$ cat config.mk
export PLATFORM = sky130hd
export DESIGN_NAME = sfp_framer
export DESIGN_NICKNAME = d
export VERILOG_FILES = /design/src/inc/sfp_pkg.sv /design/src/design/sfp_framer.sv
export SDC_FILE = /design/constraint.sdc
export NUM_CORES = 1
export LEC_CHECK = 0
export ABC_AREA = 1
export CAP_MARGIN = 20
export CORE_MARGIN = 5
export CORE_UTILIZATION = 35
export DETAILED_ROUTE_END_ITERATION = 8
export DONT_BUFFER_PORTS = 1
export PLACE_DENSITY = 0.52
export SLEW_MARGIN = 30
export SYNTH_ARGS = -nofsm -noshare
export SYNTH_HDL_FRONTEND = slang
export SYNTH_SLANG_ARGS = --single-unit
$ cat constraint.sdc
create_clock -name pclk -period 2.6 [get_ports pclk]
set_input_delay 0.26 -clock pclk [delete_from_list [all_inputs] [get_ports pclk]]
set_output_delay 0.26 -clock pclk [all_outputs]
set_load 0.1 [all_outputs]
$ cat src/inc/sfp_pkg.sv
// package of constants for the serial packet framer
package sfp_pkg;
    // register byte offsets
    localparam logic [7:0] SFP_OFF_CTRL = 8'h00;
    localparam logic [7:0] SFP_OFF_LINE = 8'h04;
    localparam logic [7:0] SFP_OFF_IDLE = 8'h08;
    localparam logic [7:0] SFP_OFF_FILL = 8'h0C;
    localparam logic [7:0] SFP_OFF_TERM = 8'h10;
    localparam logic [7:0] SFP_OFF_STO = 8'h14;
    localparam logic [7:0] SFP_OFF_MAT = 8'h18;
    localparam logic [7:0] SFP_OFF_CMD = 8'h1C;
    localparam logic [7:0] SFP_OFF_STAT = 8'h20;
    localparam logic [7:0] SFP_OFF_IRQ = 8'h24;
    localparam logic [7:0] SFP_OFF_MASK = 8'h28;
    localparam logic [7:0] SFP_OFF_NV = 8'h2C;
    // ctrl fields: [3:0] port selector, [5:4] mode, [9:6] rx trigger
    localparam int SFP_CTRL_PORT_LSB = 0;
    localparam int SFP_CTRL_MODE_LSB = 4;
    localparam int SFP_CTRL_TRIG_LSB = 6;
    // line fields: [19:0] baud, [21:20] size code, [23:22] parity, [24] stop
    localparam int SFP_LINE_PAR_LSB = 22;
    localparam int SFP_LINE_STOP_BIT = 24;
    // command bits
    localparam int SFP_CMD_APPLY = 0;
    localparam int SFP_CMD_STORE = 1;
    // interrupt bits
    localparam int SFP_IRQ_FLUSH = 0;
    localparam int SFP_IRQ_STO = 1;
    localparam int SFP_IRQ_ACK = 2;
    localparam int SFP_IRQ_W = 3;
    // reset values
    localparam logic [3:0] SFP_RST_PORT = 4'h1;
    localparam logic [31:0] SFP_RST_LINE = 32'h0030_2580;
    localparam logic [3:0] SFP_RST_TRIG = 4'h1;
    localparam logic [15:0] SFP_RST_IDLE = 16'h0000;
    localparam logic [10:0] SFP_RST_FILL = 11'h5B4;
    localparam logic [10:0] SFP_MAX_FILL = 11'h5B4;
    localparam logic [7:0] SFP_RST_TERM = 8'h00;
    localparam logic [15:0] SFP_RST_STO = 16'h00C8;
    localparam logic [15:0] SFP_RST_MAT = 16'h0000;
    localparam logic [3:0] SFP_ALL_PORTS = 4'h0;
    // timebase
    localparam int SFP_CLK_MHZ = 100;
    localparam int SFP_MS_US = 1000;
    localparam int SFP_MS_CYC = SFP_CLK_MHZ * SFP_MS_US;
    typedef enum logic [1:0]
    {
        SFP_SHARED = 2'b00,
        SFP_SINGLE = 2'b01,
        SFP_HALF = 2'b10,
        SFP_GATEWAY = 2'b11
    } sfp_mode_t;
    typedef enum logic [1:0]
    {
        SFP_IDLE = 2'b00,
        SFP_WAIT = 2'b01,
        SFP_REPLY = 2'b11
    } sfp_st_t;
endpackage : sfp_pkg

$ cat src/design/sfp_framer.sv
// serial-to-network packet framer for one serial port, APB registers
//
// Notes on behaviour
// - port selector picks one port; zero selects all; defaults to port one
// - line rate register, defaults to 9600 bps
// - character size, parity and stop bits; default eight, none, one
// - rx queue moves to buffer at trigger count, default one
// - idle gap of configured milliseconds ends the transfer; default zero
// - flush when buffer fill reaches level 1..1460, default 1460
// - terminator byte match flushes at once; zero disables, default; only the byte that completes the trigger count is compared
// - four modes: shared, single, half, gateway; shared default
// - single mode: reply timeout from last request byte, default 200 ms
// - master ack timeout returns ack byte; zero disables, default
// - store option writes nonvolatile copy only, no immediate effect; nv_q keeps only port, mode, trigger, line bits 21:0, cleared by reset
// - apply option makes settings active at once
// - shared mode sends serial data to every client
// - single mode sends only to requester, nothing unrequested
// - half mode: shared with one client, single otherwise; last client
//
// Our own choices: the placing of the registers and the APB register port.
`timescale 1ns/1ns
module sfp_framer
    import sfp_pkg::*;
#(
    parameter int MS_CYCLES = SFP_MS_CYC,
    parameter int NCLI = 4,
    parameter int NPORT = 4
)
(
    // clock and reset
    input wire logic pclk,
    input wire logic presetn,
    // apb slave
    input wire logic psel,
    input wire logic penable,
    input wire logic pwrite,
    input wire logic [7:0] paddr,
    input wire logic [31:0] pwdata,
    output logic [31:0] prdata,
    output logic pready,
    output logic pslverr,
    // serial receive byte from the port queue
    input wire logic rx_valid,
    input wire logic [7:0] rx_data,
    // request byte sent to the serial device, with requesting client
    input wire logic req_sent,
    input wire logic req_last,
    input wire logic [NCLI-1:0] req_client,
    input wire logic [NCLI-1:0] cli_connected,
    // packet out to network
    output logic [7:0] pkt_data,
    output logic pkt_valid,
    output logic pkt_end,
    output logic [NCLI-1:0] pkt_dest,
    output logic ack_pulse,
    output logic sto_err,
    // active line settings
    output logic [31:0] line_cfg,
    output logic [NPORT-1:0] port_apply,
    output logic [1:0] op_mode,
    // interrupt
    output logic irq
);

    if (NCLI < 1 || NPORT < 1 || NPORT > 15 || MS_CYCLES < 1)
        $error("sfp_framer: bad parameter");

    // staged (written) and active settings
    logic [3:0] port_q;
    logic [1:0] smode_q, amode_q;
    logic [3:0] strig_q, atrig_q;
    logic [31:0] sline_q, aline_q;
    logic [15:0] sidle_q, aidle_q, ssto_q, asto_q, smat_q, amat_q;
    logic [10:0] sfill_q, afill_q;
    logic [7:0] sterm_q, aterm_q;
    logic [31:0] nv_q;
    logic [SFP_IRQ_W-1:0] stat_q, mask_q, ev;
    logic wr, rd, cmd_wr;
    assign wr = psel && penable && pwrite;
    assign rd = psel && penable && !pwrite;
    assign cmd_wr = wr && paddr == SFP_OFF_CMD;
    assign pready = 1'b1;

    always_ff @(posedge pclk or negedge presetn)
    begin
        if (!presetn)
        begin
            port_q <= SFP_RST_PORT;
            smode_q <= SFP_SHARED;
            strig_q <= SFP_RST_TRIG;
            sline_q <= SFP_RST_LINE;
            sidle_q <= SFP_RST_IDLE;
            sfill_q <= SFP_RST_FILL;
            sterm_q <= SFP_RST_TERM;
            ssto_q <= SFP_RST_STO;
            smat_q <= SFP_RST_MAT;
            mask_q <= '0;
        end
        else if (wr)
        begin
            case (paddr)
                SFP_OFF_CTRL:
                begin
                    port_q <= pwdata[SFP_CTRL_PORT_LSB +: 4];
                    smode_q <= pwdata[SFP_CTRL_MODE_LSB +: 2];
                    strig_q <= (pwdata[SFP_CTRL_TRIG_LSB +: 4] == 4'h0) ? 4'h1
                        : pwdata[SFP_CTRL_TRIG_LSB +: 4];
                end
                SFP_OFF_LINE: sline_q <= {7'h00, pwdata[24:0]};
                SFP_OFF_IDLE: sidle_q <= pwdata[15:0];
                SFP_OFF_FILL: sfill_q <= (pwdata[10:0] == 11'h000) ? 11'h001
                    : ((pwdata[10:0] > SFP_MAX_FILL) ? SFP_MAX_FILL : pwdata[10:0]);
                SFP_OFF_TERM: sterm_q <= pwdata[7:0];
                SFP_OFF_STO: ssto_q <= pwdata[15:0];
                SFP_OFF_MAT: smat_q <= pwdata[15:0];
                SFP_OFF_MASK: mask_q <= pwdata[SFP_IRQ_W-1:0];
                default: ;
            endcase
        end
    end

    // apply and store commands
    always_ff @(posedge pclk or negedge presetn)
    begin
        if (!presetn)
        begin
            amode_q <= SFP_SHARED;
            atrig_q <= SFP_RST_TRIG;
            aline_q <= SFP_RST_LINE;
            aidle_q <= SFP_RST_IDLE;
            afill_q <= SFP_RST_FILL;
            aterm_q <= SFP_RST_TERM;
            asto_q <= SFP_RST_STO;
            amat_q <= SFP_RST_MAT;
            port_apply <= '0;
            nv_q <= '0;
        end
        else
        begin
            port_apply <= '0;
            if (cmd_wr && pwdata[SFP_CMD_APPLY])
            begin
                amode_q <= smode_q;
                atrig_q <= strig_q;
                aline_q <= sline_q;
                aidle_q <= sidle_q;
                afill_q <= sfill_q;
                aterm_q <= sterm_q;
                asto_q <= ssto_q;
                amat_q <= smat_q;
                for (int i = 0; i < NPORT; i++)
                    port_apply[i] <= (port_q == SFP_ALL_PORTS)
                        || (port_q == 4'(i + 1));
            end
            if (cmd_wr && pwdata[SFP_CMD_STORE])
                nv_q <= {port_q, smode_q, strig_q, sline_q[21:0]};
        end
    end
    assign line_cfg = aline_q;
    assign op_mode = amode_q;

    // millisecond tick
    logic [$clog2(MS_CYCLES+1)-1:0] div_q;
    logic ms_tick;
    assign ms_tick = div_q == '0;
    always_ff @(posedge pclk or negedge presetn)
    begin
        if (!presetn)
            div_q <= '0;
        else
            div_q <= ms_tick ? ($bits(div_q))'(MS_CYCLES - 1) : div_q - 1'b1;
    end

    // rx queue and packet buffer counting
    logic [3:0] q_cnt_q;
    logic [10:0] fill_q;
    logic [15:0] idle_ms_q;
    logic move, flush_fill, flush_term, flush_idle, flush;
    assign move = rx_valid && (q_cnt_q + 4'h1 >= atrig_q);
    assign flush_fill = move && (fill_q + 11'h001 >= afill_q);
    assign flush_term = move && aterm_q != 8'h00 && rx_data == aterm_q;
    assign flush_idle = aidle_q != 16'h0000 && fill_q != 11'h000
        && ms_tick && idle_ms_q >= aidle_q;
    assign flush = flush_fill || flush_term || flush_idle;

    always_ff @(posedge pclk or negedge presetn)
    begin
        if (!presetn)
        begin
            q_cnt_q <= '0;
            fill_q <= '0;
            idle_ms_q <= '0;
        end
        else
        begin
            q_cnt_q <= move ? 4'h0 : (rx_valid ? q_cnt_q + 4'h1 : q_cnt_q);
            if (flush)
                fill_q <= '0;
            else if (move)
                fill_q <= fill_q + 11'h001;
            if (rx_valid || flush)
                idle_ms_q <= '0;
            else if (ms_tick)
                idle_ms_q <= idle_ms_q + 16'h0001;
        end
    end

    // destination selection by mode
    logic [NCLI-1:0] last_cli_q, requester_q;
    logic [$clog2(NCLI+1)-1:0] ncon;
    always_comb
    begin
        ncon = '0;
        for (int i = 0; i < NCLI; i++)
            ncon = ncon + ($bits(ncon))'(cli_connected[i]);
    end
    logic [NCLI-1:0] dest;
    always_comb
    begin
        case (sfp_mode_t'(amode_q))
            SFP_SHARED: dest = cli_connected;
            SFP_SINGLE: dest = requester_q & cli_connected;
            SFP_HALF: dest = (ncon <= 1) ? cli_connected
                : ((requester_q != '0) ? requester_q : last_cli_q) & cli_connected;
            default: dest = requester_q;
        endcase
    end

    // slave timeout / master ack timer
    sfp_st_t st_q;
    logic [15:0] wait_ms_q;
    logic sto_hit, mat_hit;
    assign sto_hit = st_q == SFP_WAIT && amode_q == SFP_SINGLE && ms_tick
        && wait_ms_q >= asto_q && !rx_valid;
    assign mat_hit = st_q == SFP_WAIT && amode_q != SFP_SINGLE && amat_q != 16'h0000
        && ms_tick && wait_ms_q >= amat_q && !rx_valid;
    always_ff @(posedge pclk or negedge presetn)
    begin
        if (!presetn)
        begin
            st_q <= SFP_IDLE;
            wait_ms_q <= '0;
            requester_q <= '0;
            last_cli_q <= '0;
        end
        else
        begin
            if (req_sent && req_client != '0)
            begin
                requester_q <= req_client;
                last_cli_q <= req_client;
            end
            case (st_q)
                SFP_IDLE:
                    if (req_sent && req_last)
                    begin
                        st_q <= SFP_WAIT;
                        wait_ms_q <= '0;
                    end
                SFP_WAIT:
                    if (rx_valid)
                        st_q <= SFP_REPLY;
                    else if (sto_hit || mat_hit)
                    begin
                        st_q <= SFP_IDLE;
                        requester_q <= '0;
                    end
                    else if (ms_tick)
                        wait_ms_q <= wait_ms_q + 16'h0001;
                SFP_REPLY:
                    if (flush)
                    begin
                        st_q <= SFP_IDLE;
                        requester_q <= '0;
                    end
                default: st_q <= SFP_IDLE;
            endcase
        end
    end

    // packet output
    always_ff @(posedge pclk or negedge presetn)
    begin
        if (!presetn)
        begin
            pkt_data <= '0;
            pkt_valid <= 1'b0;
            pkt_end <= 1'b0;
            pkt_dest <= '0;
            ack_pulse <= 1'b0;
            sto_err <= 1'b0;
        end
        else
        begin
            pkt_valid <= move;
            if (move)
                pkt_data <= rx_data;
            pkt_end <= flush;
            pkt_dest <= dest;
            ack_pulse <= mat_hit;
            sto_err <= sto_hit;
        end
    end

    // interrupt status, write one to clear, set wins
    assign ev = {mat_hit, sto_hit, flush};
    always_ff @(posedge pclk or negedge presetn)
    begin
        if (!presetn)
            stat_q <= '0;
        else
            stat_q <= ev | (stat_q & ~((wr && paddr == SFP_OFF_IRQ)
                ? pwdata[SFP_IRQ_W-1:0] : '0));
    end
    assign irq = |(stat_q & ~mask_q);

    // read mux
    always_comb
    begin
        prdata = '0;
        pslverr = 1'b0;
        case (paddr)
            SFP_OFF_CTRL: prdata = {22'h0, strig_q, smode_q, port_q};
            SFP_OFF_LINE: prdata = sline_q;
            SFP_OFF_IDLE: prdata = {16'h0, sidle_q};
            SFP_OFF_FILL: prdata = {21'h0, sfill_q};
            SFP_OFF_TERM: prdata = {24'h0, sterm_q};
            SFP_OFF_STO: prdata = {16'h0, ssto_q};
            SFP_OFF_MAT: prdata = {16'h0, smat_q};
            SFP_OFF_CMD: prdata = '0;
            SFP_OFF_STAT: prdata = {3'h0, fill_q, 14'h0, st_q, amode_q};
            SFP_OFF_IRQ: prdata = {29'h0, stat_q};
            SFP_OFF_MASK: prdata = {29'h0, mask_q};
            SFP_OFF_NV: prdata = nv_q;
            default: pslverr = psel && penable;
        endcase
        if (!rd)
            prdata = '0;
    end
endmodule : sfp_framer

* After elaboration in Yosys (flattened, before gate mapping)
Index checks and enable logic that the tools add are counted.
** Word-level totals
- Latch bits :: 0
- Memory bits (writable) :: 0
- Bits in read-only memories :: 0
- Word-level logic and storage cells :: 181
- Memories kept :: 0
- Input bits :: 64
- Bits in registers :: 332
- Output and inout port bits :: 89
** Operators by class
- Multipliers :: 0
- Div/mod/pow operators :: 0
- Bitwise logic cells :: 7
- Shift operators :: 0
- Eq/ne operators :: 27
- Add/sub/neg operators :: 8
- Mux-type cells :: 33
- Reduce and logical (&&, ||, !) cells :: 64
- Order comparisons :: 7
** Operators by type and width (count)
- $pmux W32 S11 :: 1
- $mux W16 :: 6
- $ge A16 B16 Y1 :: 3
- $mux W11 :: 4
- $mux W4 :: 10
- $add A16 B1 Y16 const B :: 2
- $eq A8 B5 Y1 const B :: 4
- $eq A8 B6 Y1 const B :: 4
- $mux W32 :: 1
- $pmux W16 S2 :: 1
- $reduce_bool A16 Y1 :: 2
- $logic_and A1 B1 Y1 :: 25
- $logic_not A17 Y1 :: 1
- $mux W17 :: 1
- $sub A17 B1 Y17 const B :: 1
- $eq A8 B4 Y1 const B :: 2
- $reduce_and A2 Y1 :: 8
- $pmux W4 S3 :: 1
- $reduce_or A12 Y1 :: 1
- $add A11 B1 Y11 const B :: 1
- $ge A11 B11 Y1 :: 1
- $gt A11 B11 Y1 const B :: 1
- $logic_not A11 Y1 :: 1
- $reduce_bool A11 Y1 :: 1
- 36 further kinds :: 63

* Longest topological paths before layout
- Depth in word-level cells :: 10
- Gate-level depth with buffers :: 20
- Gate-level depth less buffers :: 19

* Worst setup path before layout
OpenSTA, ideal clock, no wires.
- Kind :: input -> output
- From :: input port paddr[6]
- To :: output port pslverr
- Path slack :: -0.880 ns
- Cell stages on the path :: 11
- Arrival time :: 3.220 ns
- Path buffers :: 1
- Required time :: 2.340 ns
- Path through :: inv_1 -> nand2_1 -> inv_1 -> nand3_1 -> inv_1 -> nand2_1 -> buf_4 -> nand4_1 -> nor3_1 -> nand3_1 -> nor3_1
** Between the ends
- Cells in the longest elaborated chain, start to end :: 3
- Elaborated cells between the ends (all ways) :: 14
- Those cells by class :: eq/ne: 11; mux: 1; reduce/logical: 2
** Ends and longest elaborated chain
- from (decl) :: line sfp_framer.sv:37 : input wire logic [7:0] paddr,
- $eq A8 B5 Y1, or another cell as far along :: line sfp_framer.sv:322 : case (paddr)
- $reduce_or A12 Y1 (no line) *
- $mux W1 * :: line sfp_framer.sv:322
- to (decl) :: line sfp_framer.sv:41 : output logic pslverr,
Mark *: on every way between the ends. The rest lies on a longest branch, timed or not.

* Worst setup path after layout
- From :: register fill_q[1]
- To :: register idle_ms_q[9]
** Between the ends
- Cells in the longest elaborated chain, start to end :: 7
- Elaborated cells between the ends (all ways) :: 12
- Those cells by class :: add/sub: 1; order compare: 1; mux: 1; reduce/logical: 9
** Ends and longest elaborated chain
- from (decl) :: line sfp_framer.sv:176 : logic [10:0] fill_q;
- from (signal assigned) :: line sfp_framer.sv:200 : fill_q <= fill_q + 11'h001;
- $add A11 B1 Y11 / $reduce_bool A11 Y1 (equally long branches) :: line sfp_framer.sv:180, sfp_framer.sv:182
- $ge A11 B11 Y1 / $logic_and A1 B1 Y1 (equally long branches) :: line sfp_framer.sv:180, sfp_framer.sv:182
- $logic_and A1 B1 Y1, on equally long branches :: line sfp_framer.sv:180, sfp_framer.sv:183
- $logic_or A1 B1 Y1 / $logic_and A1 B1 Y1 (equally long branches) :: line sfp_framer.sv:184, sfp_framer.sv:183
- $logic_or A1 B1 Y1 * :: line sfp_framer.sv:184 : assign flush = flush_fill || flush_term || flush_idle;
- via flush :: line sfp_framer.sv:178 : logic move, flush_fill, flush_term, flush_idle, flush;
- $logic_or A1 B1 Y1 * :: line sfp_framer.sv:201 : if (rx_valid || flush)
- $mux W16 / $reduce_bool A2 Y1 (equally long branches)
- to (signal assigned) :: line sfp_framer.sv:204 : idle_ms_q <= idle_ms_q + 16'h0001;
- to (decl) :: line sfp_framer.sv:177 : logic [15:0] idle_ms_q;
The timed path passes the listed nets; every way through them passes the cells marked *.
A chain may end at the register's enable or synchronous reset.

==> run metrics <==
outcome=finished with violations; failing checks=hold timing, setup timing; buffers and inverters on the worst path=1; relative slew slack=between 30% and 40%; worst-path cell with the longest stage delay=dfrtp_1; Worst Hold Slack=-0.600 ns; Wirelength per Cell=around 19 µm; Mapped Cells=between 2k and 2.5k; clk slew on worst S/H paths=~0.060 ns; worst-skew pair later-pin latency=just under 0.6 ns; most frequent cells in the layout=nand2_1, inv_1, dfrtp_1, o21ai_0, nor2_1; total grt overflow=0; worst reg-to-reg path cell count=18; CP Class=flop to flop; port bufs=0; sequential-to-total area share from yosys stat=between 40 and 50%; ys flop type=dfrtp_1; DP Wirelength=approximately 39,000 µm; residual DRC count=0; setup_tns=-5.11 ns; CTS Hold Bufs=43; Crit path max-delay family=simple AND/OR/NAND/NOR gates; Max Slew Vio Count=0; Die X=around 230 µm; final hold violation count=340; antenna violations before repair=2; CP max stage delay=~0.35 ns; Via-to-Cell Ratio=between 5 and 6; CP Launch Type=flop; CP startpoint=fill_q[1]$_DFFE_PN0P_; vias in the first global route=approximately 14k; PnR worst setup slack=-0.212 ns; RePlAce Congestion=between 0.8 and 0.9; area delta synth->final=21.3%; Pre-Repair DR Iteration Count=6; Mapped Area=17,100 µm²; Syn Area/Cell=8.17 µm²; post-synthesis async set-or-reset flop share=100%; Worst-Margin Slew=1.04 ns; post-route ant nets=0; Power Dens Cells=about 630 nW/µm²; Iteration-0 DRC Markers=approximately 1.3k; CTS tree=yes; design area=approximately 21,000 µm²; unrepaired setup endpoints after global routing=true; Fill cells=between 4k and 5k; FF+latch count, synth=around 330; skew final=between 0.03 and 0.04 ns; Worst Setup End Kind=flop; final worst path period need=~2.8 ns; Pleak=~9.4 nW; # clock sinks=332; setup slack, reg-to-reg=-0.21 ns; CP arrival=around 3.3 ns; total track usage=around a fifth; Post-synth EDFFs=0; DRT Wirelength=~54,000 µm; final core utilization=a little over two fifths; crit-path max FO=15; crit share post-route=108%; RR Endpoint=idle_ms_q[9]$_DFFE_PN0P_; vias=about 14k; Max Cap Viol=0; diode count=0; crit path cell chain=ha_2, nand2_2, nor2_4, nand4_1, nor2_2, nand3_1, xor2_1, ha_1, nand2_2, nor2_2, and2_1, nand2_1, nand4_1, a21oi_4, nand2_4, nor2_4, inv_6, nor2_1; Post-Place Cell Area=roughly 19,000 µm²; setup violators final=30; post-layout power=~13 mW; largest net degree at the start of global routing=333; Rows=81; Worst IR Drop VDD=0.446 mV; worst reg2reg startpoint=fill_q[1]$_DFFE_PN0P_; Register Area=roughly 8300 µm²; Hold WC Path Type=input pin to asynchronous set/reset pin; TritonCTS Buffers=39; Bufs on Longest Clock Path=3; commonest non-fill, non-tap cell in the layout=nand2_1; Starting Density=a little over a third; # nets final=2,343; layout cells sized above 1=a little over an eighth; CP required=between 3 and 4 ns; I/O pins=153; Die Y=231 µm; Root Driver=clkbuf_16; core area=roughly 50,000 µm²; first-pass GRT wire length=just over 80,000 µm; die area=about 53,000 µm²; Netlist cell types=between 50 and 60; Yosys warning total=0; H-Tree Depth=2; Fmax=roughly 360 MHz; multi-input logic area=around 7400 µm²
## layout make-up
class                      count  area share (%)
timing repair buffer         146            8.26
clock inverter                11           0.598
inverter                     319            5.85
tap                          622            3.76
sequential                   332            40.3
clock buffer                  61            5.64
multi-input combinational   1371            35.6
## Yosys cell counts, types with 7 or more instances
library cell / n / area, µm²
inv_2: 12 / 45.0
clkbuf_1: 49 / 184
xnor2_1: 17 / 149
dfrtp_1: 299 / 7480
inv_1: 304 / 1140
a211oi_1: 9 / 67.6
buf_2: 10 / 50.1
nor4_1: 9 / 56.3
nand2_1: 491 / 1840
nor2_1: 144 / 541
o21ai_0: 248 / 1240
nor2_4: 7 / 78.8
a21oi_1: 68 / 340
nand3_1: 76 / 380
nand4_1: 36 / 225
nor3_1: 29 / 145
nand2_2: 9 / 56.3
nor2_2: 10 / 62.6
buf_4: 10 / 75.1
o221ai_1: 9 / 78.8
o21ai_1: 30 / 150
ha_1: 69 / 863
dfstp_2: 33 / 867
o22ai_1: 36 / 225
xor2_1: 24 / 210
## per-stage QoR
step / setup slack [ns] / std cells
finish: -0.212 / 2862
detailed placement: -0.285 / 2744
global placement: -0.267 / 2744
floorplan: -0.177 / 2096
global route: -0.398 / 2862
CTS: -0.245 / 2861
## per-layer routing
metal / GRT usage [%] / wire length [µm] / vias to the layer above
li1: - / - / 6962
met1: 28.3 / 24600 / 6905
met2: 31.0 / 24200 / 391
met3: 4.32 / 3670 / 60
met4: 5.03 / 1110 / 0
met5: 0 / 0 / -
## flip-flops by register name, summed over array words and instances, names as in the netlist, 8 cells and up
name / flops
asto_q: 16
aterm_q: 8
wait_ms_q: 16
sidle_q: 16
afill_q: 11
aidle_q: 16
amat_q: 16
nv_q: 32
pkt_data: 8
ssto_q: 16
smat_q: 16
line_cfg: 25
sfill_q: 11
div_q: 17
sline_q: 25
idle_ms_q: 16
fill_q: 11
sterm_q: 8
## worst max-delay path by stage
stage / cells after the start / end
after floorplan: 9 / prdata[21]
after global placement: 18 / idle_ms_q[1]$_DFFE_PN0P_
after detailed placement: 18 / idle_ms_q[15]$_DFFE_PN0P_
after CTS: 18 / idle_ms_q[15]$_DFFE_PN0P_
after global routing: 18 / idle_ms_q[11]$_DFFE_PN0P_
final: 18 / idle_ms_q[9]$_DFFE_PN0P_
## worst reg2reg max path, cell delays in order (launching register included)
cell     delay (ns)
dfrtp_1        0.35
ha_2           0.19
nand2_2        0.07
nor2_4         0.09
nand4_1        0.13
nor2_2         0.14
nand3_1        0.10
xor2_1         0.17
ha_1           0.32
nand2_2        0.11
nor2_2         0.05
and2_1         0.13
nand2_1        0.05
nand4_1        0.13
a21oi_4        0.18
nand2_4        0.13
nor2_4         0.19
inv_6          0.10
nor2_1         0.12
## power by group
part | switching [mW] | internal (mW)
Sequential | 0.531 | 5.36
Clock | 2.29 | 3.22
Combinational | 1.02 | 0.542
Total | 3.84 | 9.12
## kinds of logic after synthesis
logic type	after synthesis	share of synthesized area, %
xor+xnor	41	2.10
buf+inv	393	9.10
fa+ha+maj	70	5.17
mux	4	0.256
other cells	2	0.0440
compound gates	416	13.1
simple gates	832	21.3
flops	332	48.9
## what timing repair did
| item | 4_1_cts | 5_1_grt |
|---|---|---|
| pin swaps | 4 | 6 |
| endpoints found under the setup margin | 34 | 44 |
| resized for setup | 10 | 4 |
| setup buffers | 2 | 1 |
| endpoints found under the hold margin | 444 | 349 |
Note: power is estimated with default switching activity, not from simulation.
